### config.mk
export PLATFORM = sky130hd
export DESIGN_NAME = reset_timeout_sequencer
export DESIGN_NICKNAME = d
export VERILOG_FILES = /design/src/stable_filter.v /design/src/reset_timeout_sequencer.v
export VERILOG_INCLUDE_DIRS = /design/src
export SDC_FILE = /design/constraint.sdc
export NUM_CORES = 1
export LEC_CHECK = 0
export BUFFER_PORTS_ARGS = -buffer_cell sky130_fd_sc_hd__buf_2
export CAP_MARGIN = 20
export CORE_MARGIN = 5
export CORE_UTILIZATION = 45
export CTS_CLUSTER_DIAMETER = 200
export CTS_CLUSTER_SIZE = 8
export DETAILED_ROUTE_END_ITERATION = 7
export GPL_TIMING_DRIVEN = 0
export PLACE_DENSITY = 0.6
export SYNTH_ARGS = -nofsm -noshare
export SYNTH_HDL_FRONTEND = slang
export SYNTH_SLANG_ARGS = --single-unit
export TNS_END_PERCENT = 10
### constraint.sdc
create_clock -name core_clk -period 2.2 [get_ports core_clk]
set_input_delay 0.33 -clock core_clk [delete_from_list [all_inputs] [get_ports core_clk]]
set_output_delay 0.33 -clock core_clk [all_outputs]
set_load 0.05 [all_outputs]
### src/reset_seq_regs.vh
// Constants for the reset timeout sequencer
`ifndef RESET_SEQ_REGS_VH
`define RESET_SEQ_REGS_VH

// Oscillator select encodings
`define OSC_LOW_POWER_CRYSTAL 2'b00
`define OSC_STANDARD_CRYSTAL 2'b01
`define OSC_HIGH_SPEED_CRYSTAL 2'b10
`define OSC_RC_MODE 2'b11

// Timing figures in their own units
`define POWERUP_DELAY_US 72000
`define BROWNOUT_MIN_DURATION_US 100
`define RC_CLK_HZ 25000000
// Cycle counts, the first two derived from the figures (clock taken in whole MHz, integer division, no rounding up)
`define POWERUP_DELAY_CYC ((`POWERUP_DELAY_US * (`RC_CLK_HZ / 1000000)))
`define BROWNOUT_MIN_CYC ((`BROWNOUT_MIN_DURATION_US * (`RC_CLK_HZ / 1000000)))
`define OSC_STARTUP_CYCLES 1024
`define CLEAR_FILTER_CYCLES 16

// Sequencer states
`define ST_HOLD 3'd0
`define ST_PWRUP 3'd1
`define ST_OST 3'd2
`define ST_RUN 3'd3
`define ST_BROWN 3'd4
`define ST_SLEEP 3'd5

`endif

### src/stable_filter.v
// Persistence filter that passes a level only after it has held steady
`timescale 1ns/100ps
`default_nettype none
module stable_filter #(
    parameter COUNT = 16,  // Cycles the input must hold
    parameter INIT = 1'b1  // Output level after reset
) (
    input wire core_clk,
    input wire nrst,
    input wire din,        // Already synchronous input
    output reg dout_ff     // Filtered level
);
    // ----------------------------------------
    // Persistence counter
    // ----------------------------------------
    reg [15:0] cnt_ff;  // Cycles the input has differed from the output
    // Any return to the held level restarts the count, so pulses are dropped
    always @(posedge core_clk or negedge nrst) begin
        if (!nrst) begin
            cnt_ff <= 16'h0000;
            dout_ff <= INIT;
        end else if (din == dout_ff) begin
            cnt_ff <= 16'h0000;
        end else if (cnt_ff == COUNT[15:0] - 16'h0001) begin
            cnt_ff <= 16'h0000;
            dout_ff <= din;
        end else begin
            cnt_ff <= cnt_ff + 16'h0001;
        end
    end
endmodule
`default_nettype wire

### src/reset_timeout_sequencer.v
// Reset cause sorting and timeout sequencing for a small microcontroller
`timescale 1ns/100ps
`default_nettype none
`include "reset_seq_regs.vh"
module reset_timeout_sequencer #(
    parameter POWERUP_CYC = `POWERUP_DELAY_CYC,  // Power-up delay in cycles
    parameter BROWNOUT_CYC = `BROWNOUT_MIN_CYC,  // Least under-voltage duration
    parameter OST_CYC = `OSC_STARTUP_CYCLES,     // Oscillator start-up edges
    parameter FILTER_CYC = `CLEAR_FILTER_CYCLES  // Master-clear persistence
) (
    input wire core_clk,              // Internal RC clock
    input wire nrst,                  // Power-on detector, active low
    input wire master_clear_pin_n,    // Master-clear pin level, low resets
    output wire master_clear_pin_oe_n, // Pin driver enable, never drives
    output wire master_clear_pin_out, // Pin driver data, unused
    input wire undervoltage,          // Supply below brownout threshold
    input wire brownout_enable,       // Config: brown-out detection on
    input wire powerup_timer_en,      // Config: power-up timer on
    input wire [1:0] osc_select_bits, // Config: oscillator mode
    input wire osc_input_pin,         // Oscillator input pin
    input wire watchdog_timeout,      // Watchdog expiry pulse
    input wire sleeping,              // Core is asleep
    input wire irq_wake,              // Interrupt wake pulse while asleep
    input wire set_por_status,        // Software sets power-on status flag
    input wire set_bor_status,        // Software sets brown-out status flag
    output wire core_reset,           // Core held in reset
    output wire reset_regs,           // One-cycle load of reset state
    output wire keep_regs_invalid,    // Keep-class registers unknown
    output wire [2:0] reset_cause,    // Last cause code
    output wire timeout_flag,
    output wire powerdown_flag,
    output wire por_status,           // Power-on status, low after power-on
    output wire bor_status            // Brown-out status, low after brown-out
);
    // ----------------------------------------
    // Cause codes
    // ----------------------------------------
    localparam [2:0] C_POWERON = 3'd0;
    localparam [2:0] C_CLEAR_RUN = 3'd1;
    localparam [2:0] C_CLEAR_SLEEP = 3'd2;
    localparam [2:0] C_WDT_RESET = 3'd3;
    localparam [2:0] C_WDT_WAKE = 3'd4;
    localparam [2:0] C_BROWNOUT = 3'd5;
    localparam [2:0] C_IRQ_WAKE = 3'd6;

    // ----------------------------------------
    // Pin driver
    // ----------------------------------------
    // The pin is input only; a watchdog reset stays internal
    assign master_clear_pin_oe_n = 1'b1;
    assign master_clear_pin_out = 1'b0;

    // ----------------------------------------
    // Input synchronisers
    // ----------------------------------------
    reg [2:0] clr_sync_ff;  // Master-clear pin chain
    reg [2:0] uv_sync_ff;   // Under-voltage chain
    reg [2:0] osc_sync_ff;  // Oscillator pin chain
    reg clr_agreed_ff;      // Master-clear after stage two/three agree
    reg uv_agreed_ff;       // Under-voltage after agreement
    reg osc_agreed_ff;      // Oscillator level after agreement
    always @(posedge core_clk or negedge nrst) begin
        if (!nrst) begin
            clr_sync_ff <= 3'b111;
            uv_sync_ff <= 3'b000;
            osc_sync_ff <= 3'b000;
            clr_agreed_ff <= 1'b1;
            uv_agreed_ff <= 1'b0;
            osc_agreed_ff <= 1'b0;
        end else begin
            clr_sync_ff <= {clr_sync_ff[1:0], master_clear_pin_n};
            uv_sync_ff <= {uv_sync_ff[1:0], undervoltage};
            osc_sync_ff <= {osc_sync_ff[1:0], osc_input_pin};
            // A change counts only when stages two and three agree
            if (clr_sync_ff[1] == clr_sync_ff[2]) begin
                clr_agreed_ff <= clr_sync_ff[2];
            end
            if (uv_sync_ff[1] == uv_sync_ff[2]) begin
                uv_agreed_ff <= uv_sync_ff[2];
            end
            if (osc_sync_ff[1] == osc_sync_ff[2]) begin
                osc_agreed_ff <= osc_sync_ff[2];
            end
        end
    end

    // ----------------------------------------
    // Master-clear glitch filter
    // ----------------------------------------
    wire clr_level_n;  // Filtered pin, low asks for reset
    stable_filter #(
        .COUNT(FILTER_CYC),
        .INIT(1'b1)
    ) u_clear_filter (
        .core_clk(core_clk),
        .nrst(nrst),
        .din(clr_agreed_ff),
        .dout_ff(clr_level_n)
    );

    reg clr_prev_ff;  // Filtered level one cycle ago
    wire clr_fall = clr_prev_ff & ~clr_level_n;
    // Osc edge detection on the agreed level only
    reg osc_prev_ff;
    wire osc_rise = osc_agreed_ff & ~osc_prev_ff;

    // ----------------------------------------
    // Brown-out qualification
    // ----------------------------------------
    reg [31:0] uv_cnt_ff;  // Cycles under-voltage has persisted
    reg brown_ff;          // Qualified brown-out, held until recovery
    // Counted on this RC clock so it works with no crystal yet
    always @(posedge core_clk or negedge nrst) begin
        if (!nrst) begin
            uv_cnt_ff <= 32'h0000_0000;
            brown_ff <= 1'b0;
        end else if (!brownout_enable || !uv_agreed_ff) begin
            uv_cnt_ff <= 32'h0000_0000;
            brown_ff <= 1'b0;
        end else if (uv_cnt_ff >= BROWNOUT_CYC - 1) begin
            brown_ff <= 1'b1;
        end else begin
            uv_cnt_ff <= uv_cnt_ff + 32'h0000_0001;
        end
    end

    // ----------------------------------------
    // Mode decode
    // ----------------------------------------
    wire crystal_mode = (osc_select_bits != `OSC_RC_MODE);
    wire powerup_timer_on = powerup_timer_en | brownout_enable;
    wire wdt_reset = watchdog_timeout & ~sleeping;
    wire wdt_wake = watchdog_timeout & sleeping;
    wire clr_sleep = clr_fall & sleeping;
    wire clr_run = clr_fall & ~sleeping;

    // ----------------------------------------
    // Sequencer state
    // ----------------------------------------
    reg [2:0] state_ff;
    reg [2:0] nxt_state;
    reg [31:0] cnt_ff;      // Power-up delay count
    reg [31:0] nxt_cnt;
    reg [10:0] ost_cnt_ff;  // Oscillator edges counted
    reg [10:0] nxt_ost_cnt;
    // Sequencing of timeouts
    always @* begin
        nxt_state = state_ff;
        nxt_cnt = cnt_ff;
        nxt_ost_cnt = ost_cnt_ff;
        case (state_ff)
            `ST_HOLD: begin
                // Power-on detect leads here
                nxt_cnt = 32'h0000_0000;
                nxt_ost_cnt = 11'h000;
                if (powerup_timer_on) begin
                    nxt_state = `ST_PWRUP;
                end else if (crystal_mode) begin
                    nxt_state = `ST_OST;
                end else begin
                    nxt_state = `ST_RUN;
                end
            end
            `ST_PWRUP: begin
                // Delay runs even while the pin is low
                if (cnt_ff >= POWERUP_CYC - 1) begin
                    nxt_state = crystal_mode ? `ST_OST : `ST_RUN;
                end else begin
                    nxt_cnt = cnt_ff + 32'h0000_0001;
                end
            end
            `ST_OST: begin
                if (ost_cnt_ff >= OST_CYC - 1 && osc_rise) begin
                    nxt_state = `ST_RUN;
                end else if (osc_rise) begin
                    nxt_ost_cnt = ost_cnt_ff + 11'h001;
                end
            end
            `ST_BROWN: begin
                // Wait for supply, then a fresh power-up delay
                nxt_cnt = 32'h0000_0000;
                if (!brown_ff && !uv_agreed_ff) begin
                    nxt_state = `ST_PWRUP;
                end
            end
            `ST_SLEEP: begin
                // Crystal wake runs start-up count only
                nxt_ost_cnt = 11'h000;
                nxt_state = `ST_OST;
            end
            `ST_RUN: begin
                nxt_cnt = 32'h0000_0000;
                if ((wdt_wake || irq_wake) && crystal_mode) begin
                    nxt_state = `ST_SLEEP;
                end
            end
            default: begin
                nxt_state = `ST_HOLD;
            end
        endcase
        // A qualified dip restarts the power-up delay, also mid-delay; the start-up edge count is not cleared
        if (brown_ff) begin
            nxt_state = `ST_BROWN;
        end
    end

    always @(posedge core_clk or negedge nrst) begin
        if (!nrst) begin
            state_ff <= `ST_HOLD;
            cnt_ff <= 32'h0000_0000;
            ost_cnt_ff <= 11'h000;
            clr_prev_ff <= 1'b1;
            osc_prev_ff <= 1'b0;
        end else begin
            state_ff <= nxt_state;
            cnt_ff <= nxt_cnt;
            ost_cnt_ff <= nxt_ost_cnt;
            clr_prev_ff <= clr_level_n;
            osc_prev_ff <= osc_agreed_ff;
        end
    end

    // ----------------------------------------
    // Reset outputs
    // ----------------------------------------
    // Pin low holds core; once timeouts expired, release is immediate
    assign core_reset = (state_ff != `ST_RUN) | ~clr_level_n;

    // ----------------------------------------
    // Cause and flags
    // ----------------------------------------
    reg [2:0] cause_ff;
    reg to_ff;
    reg pd_ff;
    reg por_ff;
    reg bor_ff;
    reg load_ff;     // Reset state load pulse
    reg keep_x_ff;   // Keep-class unknown since power-on
    reg wdt_hit_ff;  // Unused; never assigned or read
    wire brown_start = brown_ff & (state_ff != `ST_BROWN);
    // Flag updates by cause
    always @(posedge core_clk or negedge nrst) begin
        if (!nrst) begin
            cause_ff <= C_POWERON;
            to_ff <= 1'b1;
            pd_ff <= 1'b1;
            por_ff <= 1'b0;
            bor_ff <= 1'b0;
            load_ff <= 1'b1;
            keep_x_ff <= 1'b1;
        end else begin
            load_ff <= 1'b0;
            if (brown_start) begin
                cause_ff <= C_BROWNOUT;
                to_ff <= 1'b1;
                pd_ff <= 1'b1;
                bor_ff <= 1'b0;
                load_ff <= 1'b1;
            end else if (wdt_reset) begin
                cause_ff <= C_WDT_RESET;
                to_ff <= 1'b0;
                pd_ff <= 1'b1;
                load_ff <= 1'b1;
            end else if (wdt_wake) begin
                // Wake resumes operation; no reset load
                cause_ff <= C_WDT_WAKE;
                to_ff <= 1'b0;
                pd_ff <= 1'b0;
            end else if (clr_sleep) begin
                cause_ff <= C_CLEAR_SLEEP;
                to_ff <= 1'b1;
                pd_ff <= 1'b0;
                load_ff <= 1'b1;
            end else if (irq_wake) begin
                cause_ff <= C_IRQ_WAKE;
                to_ff <= 1'b1;
                pd_ff <= 1'b0;
            end else if (clr_run) begin
                cause_ff <= C_CLEAR_RUN;
                load_ff <= 1'b1; // Flags unchanged
            end
            // Hardware clear wins over software set
            if (set_por_status) begin
                por_ff <= 1'b1;
                keep_x_ff <= 1'b0;
            end
            if (set_bor_status && !brown_start) begin
                bor_ff <= 1'b1;
            end
        end
    end

    assign reset_regs = load_ff;
    assign keep_regs_invalid = keep_x_ff;
    assign reset_cause = cause_ff;
    assign timeout_flag = to_ff;
    assign powerdown_flag = pd_ff;
    assign por_status = por_ff;
    assign bor_status = bor_ff;
endmodule
`default_nettype wire

Yosys cells after proc, flatten, opt, wreduce, memory -nomap -nowiden
Cells that the tools add are included.
{"block": "word_totals", "register_bits": 119, "inputBits": 14, "word_cells": 129}
{"block": "op_classes", "n_addsub": 4, "magnitude_cmp": 3, "n_eq_ne": 21, "mux": 43, "bitwise_logic": 13, "reduce_logical": 23}
{"operator": "$mux 32", "count": 3}
{"operator": "$add 32x1->32 const B", "count": 2}
{"operator": "$pmux 32 s2", "count": 1}
{"operator": "$mux 3", "count": 11}
{"operator": "$ge 32x12->1 const B", "count": 1}
{"operator": "$ge 32x21->1 const B", "count": 1}
{"operator": "$mux 16", "count": 2}
{"operator": "$mux 11", "count": 2}
{"operator": "$pmux 11 s2", "count": 1}
{"operator": "$mux 1", "count": 21}
{"operator": "$pmux 3 s6", "count": 1}
{"operator": "$add 16x1->16 const B", "count": 1}
{"operator": "$eq 16x4->1 const B", "count": 1}
{"operator": "$ne 3x3->1 const B", "count": 5}
{"operator": "$add 11x1->11 const B", "count": 1}
{"operator": "$ge 11x10->1 const B", "count": 1}
{"operator": "$ne 2x2->1 const B", "count": 5}
{"operator": "$reduce_bool 2->1", "count": 4}
{"operator": "$and 1x1->1", "count": 7}
{"operator": "$eq 3x2->1 const B", "count": 2}
{"operator": "$eq 3x3->1 const B", "count": 2}
{"operator": "$reduce_bool 6->1", "count": 1}
{"operator": "$reduce_bool 5->1", "count": 1}
{"operator": "$eq 1x1->1", "count": 4}
{"operator": "other kinds (14)", "count": 26}

Longest topological paths before layout
Gate-level depths: netlist (run 1).
{"block": "depth", "depth_word": 9, "depth_mapped": 8, "ltp_nobuf": 6}

Modules after synthesis
From an unflattened synthesis (run 1), not the netlist that was laid out.
{"block": "hier_totals", "hier_cells": 530, "area_unflattened_um2": 5520.3}
{"module": "reset_timeout_sequencer", "n_inst": 1, "cells_each": 449, "area_per_inst_um2": 4647.0, "seq_area_each_um2": 2563.7}
{"module": "stable_filter", "n_inst": 1, "cells_each": 81, "area_per_inst_um2": 873.3, "seq_area_each_um2": 426.7}

Least setup slack after synthesis (run 1)
Ideal clock, no wire load.
{"block": "synth_path", "path_kind": "register -> register", "from": "reg uv_cnt_ff[0]", "to": "reg uv_cnt_ff[10]", "setup_time_ns": 0.079, "arrival_ns": 1.909, "path_slack_ns": 0.212, "path_stages_with_launch": 8, "synth_period_minus_slack_ns": 1.988, "cell_sequence": "dfrtp_1 > ha_1 > nor3_1 > a21oi_1 > o31a_1 > clkbuf_1 > nor4b_1 > mux2i_1"}
{"block": "synth_between", "elab_chain_cells": 3}
{"item": "start: declaration", "line": "reset_timeout_sequencer.v:110", "rtl": "reg [31:0] uv_cnt_ff;"}
{"item": "start signal: assignment", "line": "reset_timeout_sequencer.v:123", "rtl": "uv_cnt_ff <= uv_cnt_ff + 32'h0000_0001;"}
{"item": "$add 32x1->32", "line": "reset_timeout_sequencer.v:123"}
{"item": "$mux 32", "line": "reset_timeout_sequencer.v:120", "rtl": "end else if (uv_cnt_ff >= BROWNOUT_CYC - 1) begin"}
{"item": "$mux 32", "line": "reset_timeout_sequencer.v:117", "rtl": "end else if (!brownout_enable || !uv_agreed_ff) begin"}
Several ways; a longest one is shown, not always the timed one. The select of a mux whose other input is x is not followed.
A chain may end at the register's enable or synchronous reset.

Final worst setup path (run 1)
{"block": "layout_path", "from": "reg uv_cnt_ff[28]", "to": "reg uv_cnt_ff[10]"}
{"block": "layout_between", "elab_chain_cells": 2}
{"item": "$ge 32x12->1", "line": "reset_timeout_sequencer.v:120"}
{"item": "$ne 2x2->1 (no source line)"}
No other way between the ends.

==> results.yml, run 1 <==
routing:
  drc_errors: 0
  drt_iter0_markers: 303
  vias: 4273
  via_per_inst: 5.713
  drt_pass1_iterations: 4
  wl_per_cell_um: 14.76
  antenna_left: 0
  wl_um: 11040
flow_run:
  maxCapViolations: 0
clock_network:
  cts_sinks: 119
  clock-root-buffer: "clkbuf_16"
  h-tree-depth: 4
  numCtsBuffers: 17
  clock_latency_ns: 0.41
  cts.clk_slew.worst_paths_ns: 0.05
  cts_tree: "built"
  cts_buffer_depth: 2
die:
  start_util: 0.4562
  die-height_um: 120.1
  io_pins: 26
  core_mm2: 0.01196
  die_area_mm2: 0.01443
  rows: 40
  die_x_um: 120.1
sta:
  tns_ns: 0
  fin_ws_ns: 0.05183
  max_slew.worst_pin.slew_ns: 0.6093
  relSlewSlack: 0.5900
  hold_viol_final: 0
  setup_viol: 0
  fin_worst_skew_ns: 0.01062
  fmax_mhz: 465.5
  fin_crit_sh: 0.9764
  final.min_clock_period_ns: 2.148
  rsz0062_at_grt: "true"
  slew_violations: 0
yosys:
  syn_area_mm2: 0.005456
  synthesis.nets: 561
  avgSynthCellArea_um2: 10.05
  synth_cells: 543
  yosysTopAreaCell: "dfrtp_1"
  synth_common_cells: "dfrtp_1 (109), nor2_1 (48), nand3_1 (38)"
  synth_edf_count: 0
  yosysMostFrequentCell: "dfrtp_1"
  ys_top_cells_by_area: "dfrtp_1 (50%), dfstp_2 (4.8%), nand3_1 (3.5%)"
  ys.flop_type: "dfrtp_1"
  ys_ff_latch: 119
  synth_warnings: 0
  synthArstFlopShare: 1.000
  ys_seq_area_frac: 0.5480
  yosysTopAreaCellShare: 0.4999
  synth_cell_types: 58
setup_path:
  required_ns: 2.54
  crit_fanout: 10
  end_kind: "flop"
  r2r_slack_ns: 0.05
  critPathLaunchType: "flop"
  path_class: "reg -> reg"
  r2r_cells: 7
  cp.arrival_ns: 2.49
global_routing:
  grt_pass1_vias: 4108
  grt_pass1_wl_um: 19020
  grt_max_degree: 89
  overflow: 0
  grtUsageTotal: 0.1636
  antenna_found_initial: 0
pwr:
  total_leakage_power_nw: 2.829
  p_total_mw: 6.162
  cellPowerDensity_mw_per_mm2: 951.7
  peakVddDrop_v: 0.0005824
layout:
  antenna_cells: 0
  multiInputGateArea_mm2: 0.002377
  fill_cells: 1078
  postLayoutCoreUtil: 0.5413
  final-seq-area_mm2: 0.002990
  fin_nets: 606
  drive_above_1_share: 0.1531
  area_growth_pct: 18.67
  final_area_mm2: 0.006475
run_status:
  outcome: "finished clean"
placement:
  dp_slack_ns: -0.2322
  dp_hpwl_um: 7382
  portBuffers: 21
  gp_congestion: 0.9020
  placed_area_mm2: 0.005779
min_path:
  hold_depth: 1
  min_path_type: "in -> reg"
## layout by cell type, fill, tap and decap left out, types with 14 or more instances in the layout
cell type / n
dfrtp_1: 109
nor2_1: 48
nand3_1: 37
a21oi_1: 34
nand2_1: 30
and3_1: 28
buf_2: 23
o21ai_0: 21
clkbuf_1: 20
clkbuf_16: 17
nand4_1: 16
or3_1: 16
nor4_1: 14
## metal layers
layer	track usage	up-vias	wire, um
li1	-	2078	-
met4	0.07301	0	173
met5	0	-	0
met2	0.2476	75	5040
met1	0.2159	2104	5388
met3	0.05042	16	439
## final timing paths
check	start	end
min	osc_input_pin	osc_sync_ff[0]
min reg2reg	clr_sync_ff[0]	clr_sync_ff[1]
max in group asynchronous	nrst	keep_regs_invalid
min in group asynchronous	nrst	u_clear_filter.cnt_ff[6]
max reg2reg	uv_cnt_ff[28]	uv_cnt_ff[10]
max	uv_cnt_ff[28]	uv_cnt_ff[10]
## metrics by stage
| step | hold WS (ns) | instances |
|---|---|---|
| 3_3_place_gp | 0.3368 | 711 |
| 4_1_cts | 0.002857 | 746 |
| 3_5_place_dp | 0.2312 | 712 |
| 2_1_floorplan | 0.03441 | 543 |
| 5_1_grt | 0.004235 | 748 |
| 6_report | 0.02631 | 748 |
## logic make-up after synthesis
logic type,count (synthesis),synth area share
AND/OR/NAND/NOR,257,0.2573
flip-flops,119,0.5480
AO/OA/AOI/OAI,99,0.1128
buffers and inverters,35,0.02637
XOR/XNOR,21,0.03371
adder cells (fa/ha/maj),7,0.01468
multiplexers,3,0.005733
other,2,0.001376
## final cells by class
cell class                      count  share of cell area
Sequential cell                   119              0.4618
Multi-Input combinational cell    389              0.3671
Clock buffer                       24             0.07285
Tap cell                          147             0.02841
Timing Repair Buffer               26             0.02725
Clock inverter                      8             0.01874
Buffer                             26             0.01855
Inverter                            9            0.005217
## registers in the layout, indices dropped and copies added, names as in the netlist, 3 cells and up
register and flops:
clr_sync_ff 3, uv_cnt_ff 32, uv_sync_ff 3, u_clear_filter.cnt_ff 16, cnt_ff 32, state_ff 3
osc_sync_ff 3, ost_cnt_ff 11, reset_cause 3
## critical path, cell delays in order, from the launching register on
cell	delay [ns]
dfrtp_1	0.38
nor4_1	0.31
nand3_1	0.16
or2_0	0.24
clkbuf_1	0.20
buf_2	0.24
nor4b_2	0.33
mux2i_1	0.21
## power breakdown
group / total, mW / switching (mW) / internal [mW]
clock: 2.76 / 0.929 / 1.83
combinational: 1.04 / 0.738 / 0.305
sequential: 2.35 / 0.0708 / 2.28
total: 6.16 / 1.74 / 4.42
## timing repair
item | 4_1_cts | 5_1_grt
buffers inserted | 0 | 1
hold buffers | 2 | 1
pin swaps | 1 | 1
hold endpoints to repair | 29 | 1
gates resized for setup | 10 | 12
endpoints found under the setup margin | 22 | 36
Power figures use the tool's default switching activity.
==> inputs of run 2 (changes only) <==
CAP_MARGIN = unset   (was 20)
SYNTH_HIERARCHICAL = 1   (was unset)
==> results.yml, run 2 <==
layout:
  fin_cells: 741
  postLayoutCoreUtil: 0.5518
  fin_nets: 599
  layout_common_cells: "dfrtp_1 (109), nor2_1 (39), a21oi_1 (30), and3_1 (30)"
  top_regs: "cnt_ff: 32 flops, uv_cnt_ff: 32 flops, u_clear_filter/cnt_ff: 16 flops"
  fill_cells: 1027
  drive_above_1_share: 0.2054
  antenna_cells: 0
  final_common_cell: "dfrtp_1"
  area_growth_pct: 20.06
routing:
  wl_um: 11260
  drt_pass1_iterations: 4
  drt_iter0_markers: 249
  drc_errors: 0
  vias: 4172
  wl_per_cell_um: 15.20
  via_per_inst: 5.630
  antenna_left: 0
setup_path:
  r2r_slack_ns: -0.0003
  r2r_end: "cnt_ff[6]"
  r2r_cells: 7
  required_ns: 2.54
  end_kind: "flop"
  critPathLaunchType: "flop"
  cp.arrival_ns: 2.54
  slowest_delay_ns: 0.54
  path_class: "reg -> reg"
  rr_startpoint: "cnt_ff[27]"
  crit_path_top_delay_cell: "or4b_4"
  crit_path_start: "cnt_ff[27]"
  cp-endpoint: "cnt_ff[6]"
  crit_chain: "or4b_4, nor3_4, buf_4, o2111ai_2, buf_6, or3_1, a21oi_1"
  crit_fanout: 10
sta:
  rsz0062_at_grt: "true"
  relSlewSlack: 0.5928
  fmax_mhz: 454.5
  tns_ns: -0.0002998
  max_slew.worst_pin.slew_ns: 0.6086
  fin_worst_skew_ns: 0.005426
  fin_ws_ns: -0.0002998
  hold_viol_final: 0
  fin_crit_sh: 1.000
  setup_viol: 1
  final.min_clock_period_ns: 2.200
  slew_violations: 0
yosys:
  synthArstFlopShare: 1.000
  synth_edf_count: 0
  avgSynthCellArea_um2: 10.42
  ys.flop_type: "dfrtp_1"
  syn_area_mm2: 0.005520
  ys_seq_area_frac: 0.5417
  yosysTopAreaCellShare: 0.4941
  synth_cells: 530
  synth_common_cells: "dfrtp_1 (109), nor2_1 (39), a21oi_1 (32)"
  synth_warnings: 6
  ys_ff_latch: 119
  yosysMostFrequentCell: "dfrtp_1"
  ys_top_cells_by_area: "dfrtp_1 (49%), dfstp_2 (4.8%), and3_1 (3.4%)"
  synthesis.nets: 548
  yosysTopAreaCell: "dfrtp_1"
  synth_cell_types: 62
die:
  start_util: 0.4596
  die_area_mm2: 0.01458
  die-height_um: 120.8
  core_mm2: 0.01201
  rows: 40
  io_pins: 26
  die_x_um: 120.8
clock_network:
  cts_buffer_depth: 2
  cts_sinks: 119
  numCtsBuffers: 17
  h-tree-depth: 4
  clock_latency_ns: 0.41
  cts.clk_slew.worst_paths_ns: 0.06
  cts_tree: "built"
  clock-root-buffer: "clkbuf_16"
placement:
  dp_hpwl_um: 7152
  dp_slack_ns: -0.1330
  portBuffers: 21
  dp.cells: 699
  gp_congestion: 0.8148
flow_run:
  maxCapViolations: 0
pwr:
  cellPowerDensity_mw_per_mm2: 879.6
  total_leakage_power_nw: 2.833
  peakVddDrop_v: 0.0006008
  p_total_mw: 5.829
run_status:
  outcome: "finished, violations left"
  violations: "setup timing"
global_routing:
  grt_pass1_vias: 4148
  grtUsageTotal: 0.1651
  grt_max_degree: 69
  overflow: 0
  antenna_found_initial: 0
  grt_pass1_wl_um: 19420
min_path:
  min_path_type: "in -> reg"
==> run 2: report_power, final <==
part,internal [mW],switching [mW]
Combinational,0.316,0.603
Sequential,2.28,0.0728
Clock,1.54,1.01
==> run 2: through the flow <==
stage / hold slack (ns) / cell area [um2]
after floorplan: 0.03441 / 5520
after global placement: 0.3330 / 5809
after detailed placement: 0.3059 / 5843
after CTS: 0.002598 / 6506
after global routing: 0.0009709 / 6628
final: 0.02672 / 6628
==> run 2: how the worst min path moves through the flow <==
| stage | depth (start not counted) | slack [ns] | to | start |
|---|---|---|---|---|
| floorplan | 0 | 0.03 | bor_status | nrst |
| global placement | 0 | 0.33 | osc_sync_ff[1] | osc_sync_ff[0] |
| detailed placement | 1 | 0.31 | osc_agreed_ff | nrst |
| CTS | 1 | 0.003 | uv_sync_ff[0] | undervoltage |
| global route | 1 | 0.001 | osc_sync_ff[0] | osc_input_pin |
| finish | 1 | 0.03 | osc_sync_ff[0] | osc_input_pin |
==> run 2: area by class of cell <==
type                    count  area [um2]  area share
inverters                  10       37.54    0.005664
clock buffers              17       425.4     0.06419
multi-input cells         376        2509      0.3785
flip-flops and latches    119        2990      0.4512
plain buffers              25       127.6     0.01926
clock inverters            15       131.4     0.01982
repair buffers             32       222.7     0.03360
well taps                 147       183.9     0.02775
==> run 2: per-layer routing <==
metal / share of wire / vias up / track usage / wire, um
met4: 0.010 / 0 / 0.05595 / 116
li1: - / 2035 / - / -
met1: 0.48 / 2067 / 0.2205 / 5428
met5: 0 / - / 0 / 0
met2: 0.48 / 60 / 0.2522 / 5361
met3: 0.031 / 10 / 0.05613 / 353
==> run 2: critical path: cells and delay by family, from the launching register on <==
family | cells | cell delay (ns)
simple gates | 3 | 1.05
buf+inv | 2 | 0.36
compound gates | 2 | 0.33
flops | 1 | 0.37
==> run 2: cells by family (layout without fill, tap and decap cells) <==
logic type	count (synthesis)	in the layout	share of synthesized area
XOR/XNOR	22	22	0.03490
multiplexers	8	8	0.01496
AND/OR/NAND/NOR	246	246	0.2604
AO/OA/AOI/OAI	91	91	0.1047
other	2	2	0.001360
flip-flops	119	119	0.5417
buffers and inverters	35	99	0.02742
adder cells (fa/ha/maj)	7	7	0.01451
==> run 2: repair_timing <==
item | 4_1_cts | 5_1_grt
pin swaps | 8 | 2
setup buffers | 5 | 1
endpoints found under the hold margin | 46 | 1
cloned | 0 | 1
endpoints found under the setup margin | 14 | 26
gates resized for setup | 14 | 27
hold buffers | 2 | 1
